File: config.mk
export PLATFORM = sky130hd
export DESIGN_NAME = clock_power_events
export DESIGN_NICKNAME = d
export VERILOG_FILES = /design/src/rtl/cpe_pkg.sv /design/src/rtl/clock_power_events.sv
export SDC_FILE = /design/constraint.sdc
export NUM_CORES = 1
export LEC_CHECK = 0
export BUFFER_PORTS_ARGS = -buffer_cell sky130_fd_sc_hd__buf_2
export CORE_MARGIN = 3
export CORE_UTILIZATION = 55
export DETAILED_ROUTE_END_ITERATION = 10
export GPL_ROUTABILITY_DRIVEN = 0
export GPL_TIMING_DRIVEN = 0
export PLACE_DENSITY = 0.78
export SETUP_SLACK_MARGIN = 0.2
export SYNTH_ARGS = -nofsm -noshare
export SYNTH_HDL_FRONTEND = slang
export SYNTH_SLANG_ARGS = --single-unit
File: constraint.sdc
create_clock -name clk_sys -period 5.3 [get_ports clk_sys]
set_input_delay 1.06 -clock clk_sys [delete_from_list [all_inputs] [get_ports clk_sys]]
set_output_delay 1.06 -clock clk_sys [all_outputs]
set_load 0.01 [all_outputs]
File: src/rtl/cpe_pkg.sv
// Package for the clock and power event block: register map, fields, carriers.
// Assumes one system clock; all software access goes over a plain strobe port.
package cpe_pkg;

    // ------------------------------------------------------------
    // Register map (word indices)
    // ------------------------------------------------------------
    localparam int unsigned    ADDR_W          = 3;
    localparam int unsigned    DATA_W          = 16;
    localparam logic [2:0]     ADDR_CTRL       = 3'h0;
    localparam logic [2:0]     ADDR_IRQ_EN     = 3'h1;
    localparam logic [2:0]     ADDR_FLAGS      = 3'h2;
    localparam logic [2:0]     ADDR_TICK_RATE  = 3'h3;
    localparam logic [2:0]     ADDR_AUTO_CTRL  = 3'h4;
    localparam logic [2:0]     ADDR_AUTO_PER   = 3'h5;

    // ------------------------------------------------------------
    // Field positions
    // ------------------------------------------------------------
    localparam int unsigned    CTRL_TICK_SRC   = 0;
    localparam int unsigned    CTRL_PSTOP_SEL  = 1;
    localparam int unsigned    CTRL_TICK_PSTOP = 2;
    localparam int unsigned    CTRL_OSC_EN     = 3;
    localparam int unsigned    CTRL_FILT_LO    = 4;
    localparam int unsigned    FILT_W          = 5;
    localparam int unsigned    AUTO_EN         = 0;
    localparam int unsigned    AUTO_SRC        = 1;
    localparam int unsigned    AUTO_PIN        = 2;
    localparam int unsigned    STAT_LO         = 8;

    // Event order shared by flags, enables and request lines
    localparam int unsigned    EV_TICK = 0;
    localparam int unsigned    EV_PLL  = 1;
    localparam int unsigned    EV_OSC  = 2;
    localparam int unsigned    EV_LV   = 3;
    localparam int unsigned    EV_HT   = 4;
    localparam int unsigned    EV_AUTO = 5;
    localparam int unsigned    NUM_EV  = 6;

    // Synchronised pin order
    localparam int unsigned    PIN_IRC    = 0;
    localparam int unsigned    PIN_OSC    = 1;
    localparam int unsigned    PIN_ACLK   = 2;
    localparam int unsigned    PIN_LOCK   = 3;
    localparam int unsigned    PIN_LV     = 4;
    localparam int unsigned    PIN_HT     = 5;
    localparam int unsigned    NUM_PIN    = 6;

    localparam logic [15:0]    RST_WORD   = 16'h0000;
    localparam logic [15:0]    RST_RATE   = 16'h00ff;
    localparam logic [15:0]    RST_PERIOD = 16'h00ff;
    localparam int unsigned    QUAL_EDGES = 64;

    typedef struct packed {
        logic [2:0]  addr;
        logic [15:0] wdata;
        logic        wr;
        logic        rd;
    } reg_req_t;

endpackage

File: src/rtl/clock_power_events.sv
// Event logic of a clock and power unit: tick timer, lock and oscillator
// status flags, voltage and temperature change flags, autonomous timer.
// Assumes external clocks and status levels arrive asynchronous to clk_sys.
`timescale 1ns/1ps

// Function
// - Tick counts internal or oscillator clock
// - Tick halts in stop unless pseudo-stop oscillator
// - Period end sets flag, restarts immediately
// - Tick request only while enable set
// - Rate register write restarts tick period
// - Lock change either way sets flag
// - Writing one clears lock flag
// - Lock request suppressed when enable zero
// - Oscillator disabled keeps qualified status zero
// - Zero filter: qualify right after lock
// - Any qualified toggle sets oscillator flag
// - Losing lock clears qualified status
// - Oscillator request only while enabled
// - Low-voltage change sets flag, enable gates
// - Temperature change sets flag, enable gates
// - Auto source select writable only while disabled
// - Auto period writable only while disabled
// - Auto timer periodic, flags, restarts itself
// - Auto request when flag and enable
// - Stopped bus clock freezes auto count when bus clock is the source
// - Enable and pin enable drive waveform out
module clock_power_events #(
    parameter int unsigned  CNT_W = 16
) (
    input  wire logic                 clk_sys,
    input  wire logic                 rst,
    input  wire cpe_pkg::reg_req_t    reg_req,
    output logic [15:0]               reg_rdata,
    input  wire logic                 internal_ref_clk,
    input  wire logic                 osc_clk_a,
    input  wire logic                 auto_rc_clk,
    input  wire logic                 pll_locked,
    input  wire logic                 low_voltage_status,
    input  wire logic                 high_temp_status,
    input  wire logic                 stop_mode,
    input  wire logic                 bus_clk_stopped,
    output logic                      tick_irq,
    output logic                      pll_sync_irq,
    output logic                      osc_status_irq,
    output logic                      low_voltage_irq,
    output logic                      high_temp_irq,
    output logic                      auto_timer_irq,
    output logic                      osc_qualified,
    output logic                      auto_timer_wave_out
);

    // ------------------------------------------------------------
    // Helpers
    // ------------------------------------------------------------
    function automatic logic rising(input logic now_v, input logic old_v);
        rising = now_v & ~old_v;
    endfunction

    function automatic logic wr_hit(input cpe_pkg::reg_req_t r, input logic [2:0] a);
        wr_hit = r.wr && (r.addr == a);
    endfunction

    // ------------------------------------------------------------
    // Input synchronisers
    // ------------------------------------------------------------
    logic [cpe_pkg::NUM_PIN-1:0] pin_meta_reg;
    logic [cpe_pkg::NUM_PIN-1:0] pin_sync_reg;
    logic [cpe_pkg::NUM_PIN-1:0] pin_old_reg;
    logic [cpe_pkg::NUM_PIN-1:0] pin_raw;

    assign pin_raw = {high_temp_status, low_voltage_status, pll_locked,
                      auto_rc_clk, osc_clk_a, internal_ref_clk};

    always_ff @(posedge clk_sys or posedge rst) begin
        if (rst) begin
            pin_meta_reg <= '0;
            pin_sync_reg <= '0;
            pin_old_reg  <= '0;
        end else begin
            pin_meta_reg <= pin_raw;
            pin_sync_reg <= pin_meta_reg;
            pin_old_reg  <= pin_sync_reg;
        end
    end

    logic irc_edge;
    logic osc_edge;
    logic aclk_edge;
    logic locked;
    assign irc_edge  = rising(pin_sync_reg[cpe_pkg::PIN_IRC], pin_old_reg[cpe_pkg::PIN_IRC]);
    assign osc_edge  = rising(pin_sync_reg[cpe_pkg::PIN_OSC], pin_old_reg[cpe_pkg::PIN_OSC]);
    assign aclk_edge = rising(pin_sync_reg[cpe_pkg::PIN_ACLK], pin_old_reg[cpe_pkg::PIN_ACLK]);
    assign locked    = pin_sync_reg[cpe_pkg::PIN_LOCK];

    // ------------------------------------------------------------
    // Control registers
    // ------------------------------------------------------------
    logic [15:0]               ctrl_reg;
    logic [cpe_pkg::NUM_EV-1:0] irq_en_reg;
    logic [CNT_W-1:0]          tick_rate_reg;
    logic                      auto_en_reg;
    logic                      auto_src_reg;
    logic                      auto_pin_reg;
    logic [CNT_W-1:0]          auto_period_reg;

    logic tick_src_select;
    logic pseudo_stop_select;
    logic tick_pstop_enable;
    logic ext_osc_enable;
    logic [cpe_pkg::FILT_W-1:0] spike_filter_setting;
    assign tick_src_select      = ctrl_reg[cpe_pkg::CTRL_TICK_SRC];
    assign pseudo_stop_select   = ctrl_reg[cpe_pkg::CTRL_PSTOP_SEL];
    assign tick_pstop_enable    = ctrl_reg[cpe_pkg::CTRL_TICK_PSTOP];
    assign ext_osc_enable       = ctrl_reg[cpe_pkg::CTRL_OSC_EN];
    assign spike_filter_setting = ctrl_reg[cpe_pkg::CTRL_FILT_LO +: cpe_pkg::FILT_W];

    always_ff @(posedge clk_sys or posedge rst) begin
        if (rst) begin
            ctrl_reg      <= cpe_pkg::RST_WORD;
            irq_en_reg    <= '0;
            tick_rate_reg <= CNT_W'(cpe_pkg::RST_RATE);
        end else begin
            if (wr_hit(reg_req, cpe_pkg::ADDR_CTRL)) begin
                ctrl_reg <= reg_req.wdata;
            end
            if (wr_hit(reg_req, cpe_pkg::ADDR_IRQ_EN)) begin
                irq_en_reg <= reg_req.wdata[cpe_pkg::NUM_EV-1:0];
            end
            if (wr_hit(reg_req, cpe_pkg::ADDR_TICK_RATE)) begin
                tick_rate_reg <= reg_req.wdata[CNT_W-1:0];
            end
        end
    end

    // Source and period only move while the timer is off, so a running
    // period never sees a half-changed configuration
    always_ff @(posedge clk_sys or posedge rst) begin
        if (rst) begin
            auto_en_reg     <= 1'b0;
            auto_src_reg    <= 1'b0;
            auto_pin_reg    <= 1'b0;
            auto_period_reg <= CNT_W'(cpe_pkg::RST_PERIOD);
        end else begin
            if (wr_hit(reg_req, cpe_pkg::ADDR_AUTO_CTRL)) begin
                auto_en_reg  <= reg_req.wdata[cpe_pkg::AUTO_EN];
                auto_pin_reg <= reg_req.wdata[cpe_pkg::AUTO_PIN];
                if (!auto_en_reg) begin
                    auto_src_reg <= reg_req.wdata[cpe_pkg::AUTO_SRC];
                end
            end
            if (wr_hit(reg_req, cpe_pkg::ADDR_AUTO_PER) && !auto_en_reg) begin
                auto_period_reg <= reg_req.wdata[CNT_W-1:0];
            end
        end
    end

    // ------------------------------------------------------------
    // Tick timer
    // ------------------------------------------------------------
    logic [CNT_W-1:0] tick_cnt_reg;
    logic             tick_step;
    logic             tick_run;
    logic             tick_done;

    assign tick_step = tick_src_select ? osc_edge : irc_edge;
    assign tick_run  = !stop_mode ||
                       (pseudo_stop_select && tick_src_select && tick_pstop_enable);
    assign tick_done = tick_step && tick_run && (tick_cnt_reg == tick_rate_reg);

    always_ff @(posedge clk_sys or posedge rst) begin
        if (rst) begin
            tick_cnt_reg <= '0;
        end else if (wr_hit(reg_req, cpe_pkg::ADDR_TICK_RATE)) begin
            tick_cnt_reg <= '0;
        end else if (tick_done) begin
            tick_cnt_reg <= '0;
        end else if (tick_step && tick_run) begin
            tick_cnt_reg <= tick_cnt_reg + 1'b1;
        end
    end

    // ------------------------------------------------------------
    // Oscillator qualification
    // ------------------------------------------------------------
    // Nonzero filter settings wait a fixed number of oscillator edges;
    // the adaptive bandwidth itself is not modelled here.
    logic [7:0] qual_cnt_reg;
    logic       osc_qual_reg;
    logic       qual_ok;
    logic       full_stop;

    assign full_stop = stop_mode && !pseudo_stop_select;
    assign qual_ok   = (spike_filter_setting == '0) ||
                       (qual_cnt_reg == 8'(cpe_pkg::QUAL_EDGES));

    always_ff @(posedge clk_sys or posedge rst) begin
        if (rst) begin
            qual_cnt_reg <= '0;
            osc_qual_reg <= 1'b0;
        end else if (!ext_osc_enable || !locked || full_stop) begin
            qual_cnt_reg <= '0;
            osc_qual_reg <= 1'b0;
        end else begin
            if (osc_edge && !qual_ok) begin
                qual_cnt_reg <= qual_cnt_reg + 1'b1;
            end
            osc_qual_reg <= qual_ok;
        end
    end
    assign osc_qualified = osc_qual_reg;

    // ------------------------------------------------------------
    // Autonomous timer
    // ------------------------------------------------------------
    logic [CNT_W-1:0] auto_cnt_reg;
    logic             auto_step;
    logic             auto_done;
    logic             wave_reg;

    assign auto_step = auto_src_reg ? !bus_clk_stopped : aclk_edge;
    assign auto_done = auto_en_reg && auto_step && (auto_cnt_reg == auto_period_reg);

    always_ff @(posedge clk_sys or posedge rst) begin
        if (rst) begin
            auto_cnt_reg <= '0;
            wave_reg     <= 1'b0;
        end else if (!auto_en_reg) begin
            auto_cnt_reg <= '0;
            wave_reg     <= 1'b0;
        end else if (auto_done) begin
            auto_cnt_reg <= '0;
            wave_reg     <= ~wave_reg;
        end else if (auto_step) begin
            auto_cnt_reg <= auto_cnt_reg + 1'b1;
        end
    end

    always_ff @(posedge clk_sys or posedge rst) begin
        if (rst) begin
            auto_timer_wave_out <= 1'b0;
        end else begin
            auto_timer_wave_out <= auto_en_reg && auto_pin_reg && wave_reg;
        end
    end

    // ------------------------------------------------------------
    // Flags: a set in the clearing cycle wins
    // ------------------------------------------------------------
    logic [cpe_pkg::NUM_EV-1:0] flags_reg;
    logic [cpe_pkg::NUM_EV-1:0] flag_set;
    logic [cpe_pkg::NUM_EV-1:0] flag_clr;
    logic                       osc_qual_old_reg;

    always_ff @(posedge clk_sys or posedge rst) begin
        if (rst) begin
            osc_qual_old_reg <= 1'b0;
        end else begin
            osc_qual_old_reg <= osc_qual_reg;
        end
    end

    always_comb begin
        flag_set                   = '0;
        flag_set[cpe_pkg::EV_TICK] = tick_done;
        flag_set[cpe_pkg::EV_PLL]  = pin_sync_reg[cpe_pkg::PIN_LOCK] ^
                                     pin_old_reg[cpe_pkg::PIN_LOCK];
        flag_set[cpe_pkg::EV_OSC]  = osc_qual_reg ^ osc_qual_old_reg;
        flag_set[cpe_pkg::EV_LV]   = pin_sync_reg[cpe_pkg::PIN_LV] ^
                                     pin_old_reg[cpe_pkg::PIN_LV];
        flag_set[cpe_pkg::EV_HT]   = pin_sync_reg[cpe_pkg::PIN_HT] ^
                                     pin_old_reg[cpe_pkg::PIN_HT];
        flag_set[cpe_pkg::EV_AUTO] = auto_done;
    end

    assign flag_clr = wr_hit(reg_req, cpe_pkg::ADDR_FLAGS) ?
                      reg_req.wdata[cpe_pkg::NUM_EV-1:0] : '0;

    always_ff @(posedge clk_sys or posedge rst) begin
        if (rst) begin
            flags_reg <= '0;
        end else begin
            flags_reg <= (flags_reg & ~flag_clr) | flag_set;
        end
    end

    // Request lines stay up until software clears the flag or its enable
    assign tick_irq        = flags_reg[cpe_pkg::EV_TICK] & irq_en_reg[cpe_pkg::EV_TICK];
    assign pll_sync_irq    = flags_reg[cpe_pkg::EV_PLL]  & irq_en_reg[cpe_pkg::EV_PLL];
    assign osc_status_irq  = flags_reg[cpe_pkg::EV_OSC]  & irq_en_reg[cpe_pkg::EV_OSC];
    assign low_voltage_irq = flags_reg[cpe_pkg::EV_LV]   & irq_en_reg[cpe_pkg::EV_LV];
    assign high_temp_irq   = flags_reg[cpe_pkg::EV_HT]   & irq_en_reg[cpe_pkg::EV_HT];
    assign auto_timer_irq  = flags_reg[cpe_pkg::EV_AUTO] & irq_en_reg[cpe_pkg::EV_AUTO];

    // ------------------------------------------------------------
    // Read port
    // ------------------------------------------------------------
    always_ff @(posedge clk_sys or posedge rst) begin
        if (rst) begin
            reg_rdata <= '0;
        end else if (reg_req.rd) begin
            case (reg_req.addr)
                cpe_pkg::ADDR_CTRL:      reg_rdata <= ctrl_reg;
                cpe_pkg::ADDR_IRQ_EN:    reg_rdata <= 16'(irq_en_reg);
                cpe_pkg::ADDR_FLAGS:     reg_rdata <= 16'({pin_sync_reg[cpe_pkg::PIN_HT],
                                             pin_sync_reg[cpe_pkg::PIN_LV], osc_qual_reg,
                                             locked, 2'h0, flags_reg});
                cpe_pkg::ADDR_TICK_RATE: reg_rdata <= 16'(tick_rate_reg);
                cpe_pkg::ADDR_AUTO_CTRL: reg_rdata <= 16'({auto_pin_reg, auto_src_reg,
                                                           auto_en_reg});
                cpe_pkg::ADDR_AUTO_PER:  reg_rdata <= 16'(auto_period_reg);
                default:                 reg_rdata <= '0;
            endcase
        end else begin
            reg_rdata <= '0;
        end
    end
endmodule

Yosys cells after proc, flatten, opt, wreduce, memory -nomap -nowiden
Cells that the tools add are included.
Cells by class
  $add $sub $neg: 3
  equality and inequality tests: 10
  multiplexer cells: 16
  bitwise gates (word level): 21
  reductions and logical operators: 33
Operators by type and width (count)
  two-way mux 16 bit: 7
  one-hot mux 16 bit (6 select lines): 1
  adder 16 x 1 -> 16 bit (second input constant): 2
  == test 16 bit: 2
  logical AND 1 bit: 17
  two-way mux 8 bit: 2
  bitwise AND 1 bit: 9
  adder 8 x 1 -> 8 bit (second input constant): 1
  == test 8 x 7 -> 1 bit (second input constant): 1
  zero test 1 bit: 7
  bitwise AND 6 bit: 1
  == test 3 x 2 -> 1 bit (second input constant): 2
  == test 3 bit (second input constant): 2
  two-way mux 6 bit: 1
  NOT 6 bit: 1
  bitwise OR 6 bit: 1
  zero test 5 bit: 1
  two-way mux 1 bit: 5
  NOT 1 bit: 5
  logical OR 1 bit: 4
  bitwise XOR 1 bit: 4
  == test 3 x 1 -> 1 bit (second input constant): 1
  zero test 3 bit: 1
  != test 3 x 1 -> 1 bit (second input constant): 1
  4 further kinds: 4
Storage, ports and cells
  flip-flop bits (word level): 141
  word-level logic and storage cells: 102

Logic depth before layout (Yosys ltp)
  word-level depth: 7
  mapped depth: 8

Worst setup path after synthesis
OpenSTA, ideal clock, no wires.
  path type: input -> register
  start: in reg_req[20] (netlist name)
  end: reg ctrl_reg[2]
  data arrival time: 2.286 ns
  data required time: 5.175 ns
  path slack: 2.889 ns
  stages on the path: 5
  path buffers: 2
  cells stage by stage: buf_6 nand2b_4 nor3_2 buf_2 mux2_2
On the way
  word-level cells in the longest chain between the ends: 2
Ends and longest elaborated chain
  start, declared: line clock_power_events.sv:33  | input wire cpe_pkg::reg_req_t reg_req,
  zero test 3 bit: line clock_power_events.sv:61  | wr_hit = r.wr && (r.addr == a);
  logical AND 1 bit: line clock_power_events.sv:61
  end signal, assigned: line clock_power_events.sv:120  | ctrl_reg <= cpe_pkg::RST_WORD;
  end signal, assigned: line clock_power_events.sv:125  | ctrl_reg <= reg_req.wdata;
  end, declared: line clock_power_events.sv:99  | logic [15:0] ctrl_reg;
No other way between the ends.
A chain may end at the register's enable or synchronous reset.

Worst setup path after layout
  start: in reg_req[19] (netlist name)
  end: reg ctrl_reg[6]
Same word-level chain as after synthesis.

==> impl_metrics.tcl <==
set metrics [dict create \
    outcome "completed" \
    clockBufferDepth 2 \
    fillCellCount 893 \
    vias 4968 \
    pwr-share-seq_pct 45.1 \
    min_to "pin_sync_reg[2]$_DFF_PP0_" \
    holdBufCountCts 0 \
    place_ws_ns 2.38 \
    layout.nets 725 \
    syn_avg_cell_area_um2 10.8 \
    drc 0 \
    firstDrtPassIters 5 \
    cts.sinks 141 \
    rrSetupSlack_ns 3.23 \
    maxCapViolCount 0 \
    rsz0062_at_grt "false" \
    ys_types 56 \
    yosysTopAreaCellShare_pct 46.8 \
    clockRootBuffer "clkbuf_16" \
    worstMarginPinSlew_ns 0.973 \
    dieHeight_um 116 \
    critical_path.max_fanout 10 \
    dieArea_um2 13500 \
    setup_viol 0 \
    cts.clk_slew.worst_paths_ns 0.05 \
    netSwitchingFraction_pct 26.9 \
    cpPeakStageDelay_ns 0.69 \
    synthTopCellsByCount "dfrtp_1, nand2_1, nor2_1, mux2_2, xor2_1" \
    grt_usage_pct 25.5 \
    finalMaxSlewViolations 0 \
    cts_max_level 4 \
    global_route.overflow_total 0 \
    yosys-mux-area-fraction_pct 8.85 \
    yosys_warnings 0 \
    p_clk_share_pct 40.3 \
    cp_slowest_cell "nor3_2" \
    r2r_end "wave_reg$_DFFE_PP0P_" \
    grt_max_degree 87 \
    worstPathCellList "buf_2, buf_2, nor3_2, buf_2, mux2_2" \
    start_util_pct 57.3 \
    r2r_start "auto_period_reg[7]$_DFFE_PP1P_" \
    clock_skew_ns 0.00749 \
    cts_made_buffers 17 \
    cts_resized 0 \
    synth_nets 652 \
    diodes 0 \
    critical_path_class "input port to flip-flop" \
    switchingPower_uw 838 \
    post_cts_buffers 0 \
    critPathLaunch "reg_req[19]" \
    syn2layout_area_growth_pct 16.5 \
    synth_fa_ha_area_share_pct 0.749 \
    synth_top_area_cell "dfrtp_1" \
    required_ns 5.61 \
    syn_area_um2 6690 \
    tritoncts "yes" \
    ys_top_cells_by_area "dfrtp_1, mux2_2, dfstp_2, xor2_1, nand2_1" \
    synth_cells 617 \
    grt_pass1_wl_um 26200 \
    portBuffers 53 \
    synth_ff_type "dfrtp_1" \
    power_density_nw_per_um2 399 \
    setup_ws_ns 2.80 \
    ant_nets 0 \
    yosysMostFrequentCell "dfrtp_1" \
    synth_top_family_by_area "simple AND/OR/NAND/NOR gates" \
    hold_violations 0 \
    synthSimpleGateAreaFrac_pct 17.1 \
    min_period_over_period_pct 47.2 \
    wl_per_cell_um 18.8 \
    pwr-share-comb_pct 14.6 \
    synthXorXnorAreaFrac_pct 8.65 \
    intPower_uw 2270 \
    routed_wl_um 15900 \
    hold_class "flip-flop to flip-flop" \
    layout-drive-gt1-share_pct 24.9 \
    final_cell_area_um2 7790 \
    hold_depth 0 \
    die_w_um 116 \
    synth-seq-cells 141 \
    synth_edf_count 0 \
    critical_path_arrival_ns 2.81 \
    rr_worst_depth 5 \
    dp.cells 814 \
    cp-start-kind "input port" \
    core_um2 11700 \
    antenna_found_initial 0 \
    std_cell_rows 39 \
    yosysSeqAreaShare_pct 53.1 \
    setup.worst_path.end_class "flip-flop" \
    utilization_pct 66.8 \
    clk_latency_ns 0.43 \
    hpwlAfterDp_um 11400 \
    holdCritStartpoint "pin_meta_reg[2]$_DFF_PP0_" \
    p_leak_uw 0.00352 \
    placed_area_um2 7160 \
    synth_compound_area_share_pct 8.95 \
    fmax_mhz 400 \
    maxSlewHeadroom_pct 35.0 \
    fin_setup_tns_ns 0 \
    grt_pass1_vias 5105 \
    first_iter_violations 439 \
    crit_path_frequent_cell "buf_2" \
    irDropWorstVdd_v 0.000250 \
    stdcell_count 846 \
    finalCriticalPeriod_ns 2.50 \
    viasPerCell 5.87 \
    pin_count 55 \
    async_reset_ff_share_pct 100 \
]
[stage by stage]
step | hold WS [ns] | total power [uW]
after floorplan | 0.331 | 1700
after global placement | 0.333 | 1840
after detailed placement | 0.338 | 1870
after CTS | 0.350 | 3120
after global routing | 0.352 | 3230
final | 0.349 | 3110
[worst max-delay path, delay by kind of cell]
family        cells  cell delay (ns)
mux               1             0.36
simple gates      1             0.69
buf+inv           3             0.69
[layout make-up]
class                   count  area (um^2)  share of cell area [%]
well taps                 143          179                    2.30
flip-flops and latches    141         3550                    45.6
clock inverters            11          165                    2.12
multi-input cells         438         2960                    38.0
repair buffers             54          293                    3.76
inverters                  13         53.8                   0.691
clock buffers              21          460                    5.91
plain buffers              25          130                    1.67
[power groups by stage]
| stage | Sequential [uW] | Combinational [uW] | Clock (uW) |
|---|---|---|---|
| after detailed placement | 1410 | 451 | 0 |
| final | 1400 | 454 | 1250 |
| after floorplan | 1360 | 339 | 0 |
| after global placement | 1410 | 431 | 0 |
| after CTS | 1400 | 456 | 1260 |
| after global routing | 1420 | 505 | 1310 |
[metal layers]
| metal | track usage [%] | part of all wire, % | up-vias |
|---|---|---|---|
| li1 | - | - | 2275 |
| met1 | 33.6 | 43 | 2493 |
| met2 | 41.5 | 49 | 172 |
| met3 | 5.80 | 5.6 | 28 |
| met4 | 9.74 | 2.0 | 0 |
| met5 | 0 | 0 | - |
[logic make-up (layout without fill, tap and decap cells)]
group	after synthesis	in the layout
multiplexers	51	51
AO/OA/AOI/OAI	81	81
buffers and inverters	38	124
AND/OR/NAND/NOR	236	236
adder cells (fa/ha/maj)	4	4
flip-flops	141	141
XOR/XNOR	66	66
[worst max-delay path by stage]
| stage | endpoint | slack, ns | cells past startpoint |
|---|---|---|---|
| after floorplan | auto_cnt_reg[0]$_DFFE_PP0P_ | 0.49 | 1 |
| after global placement | qual_cnt_reg[3]$_DFFE_PP0P_ | -0.85 | 2 |
| after detailed placement | ctrl_reg[5]$_DFFE_PP0P_ | 2.38 | 5 |
| after CTS | ctrl_reg[5]$_DFFE_PP0P_ | 2.83 | 5 |
| after global routing | ctrl_reg[5]$_DFFE_PP0P_ | 2.75 | 5 |
| final | ctrl_reg[6]$_DFFE_PP0P_ | 2.80 | 5 |
[layout by cell type, fill, tap and decap left out, drive strengths merged, types with 9 or more instances in the layout]
cell type and n:
a21oi 24, a22oi 16, and2 9, buf 70
clkbuf 30, dfrtp 125, dfstp 16, inv 13
mux2 45, nand2 78, nand3 16, nand4 11
nor2 64, nor3 10, nor4 13, o21ai 10
xnor2 24, xor2 42
Note: power is estimated with default switching activity, not from simulation.
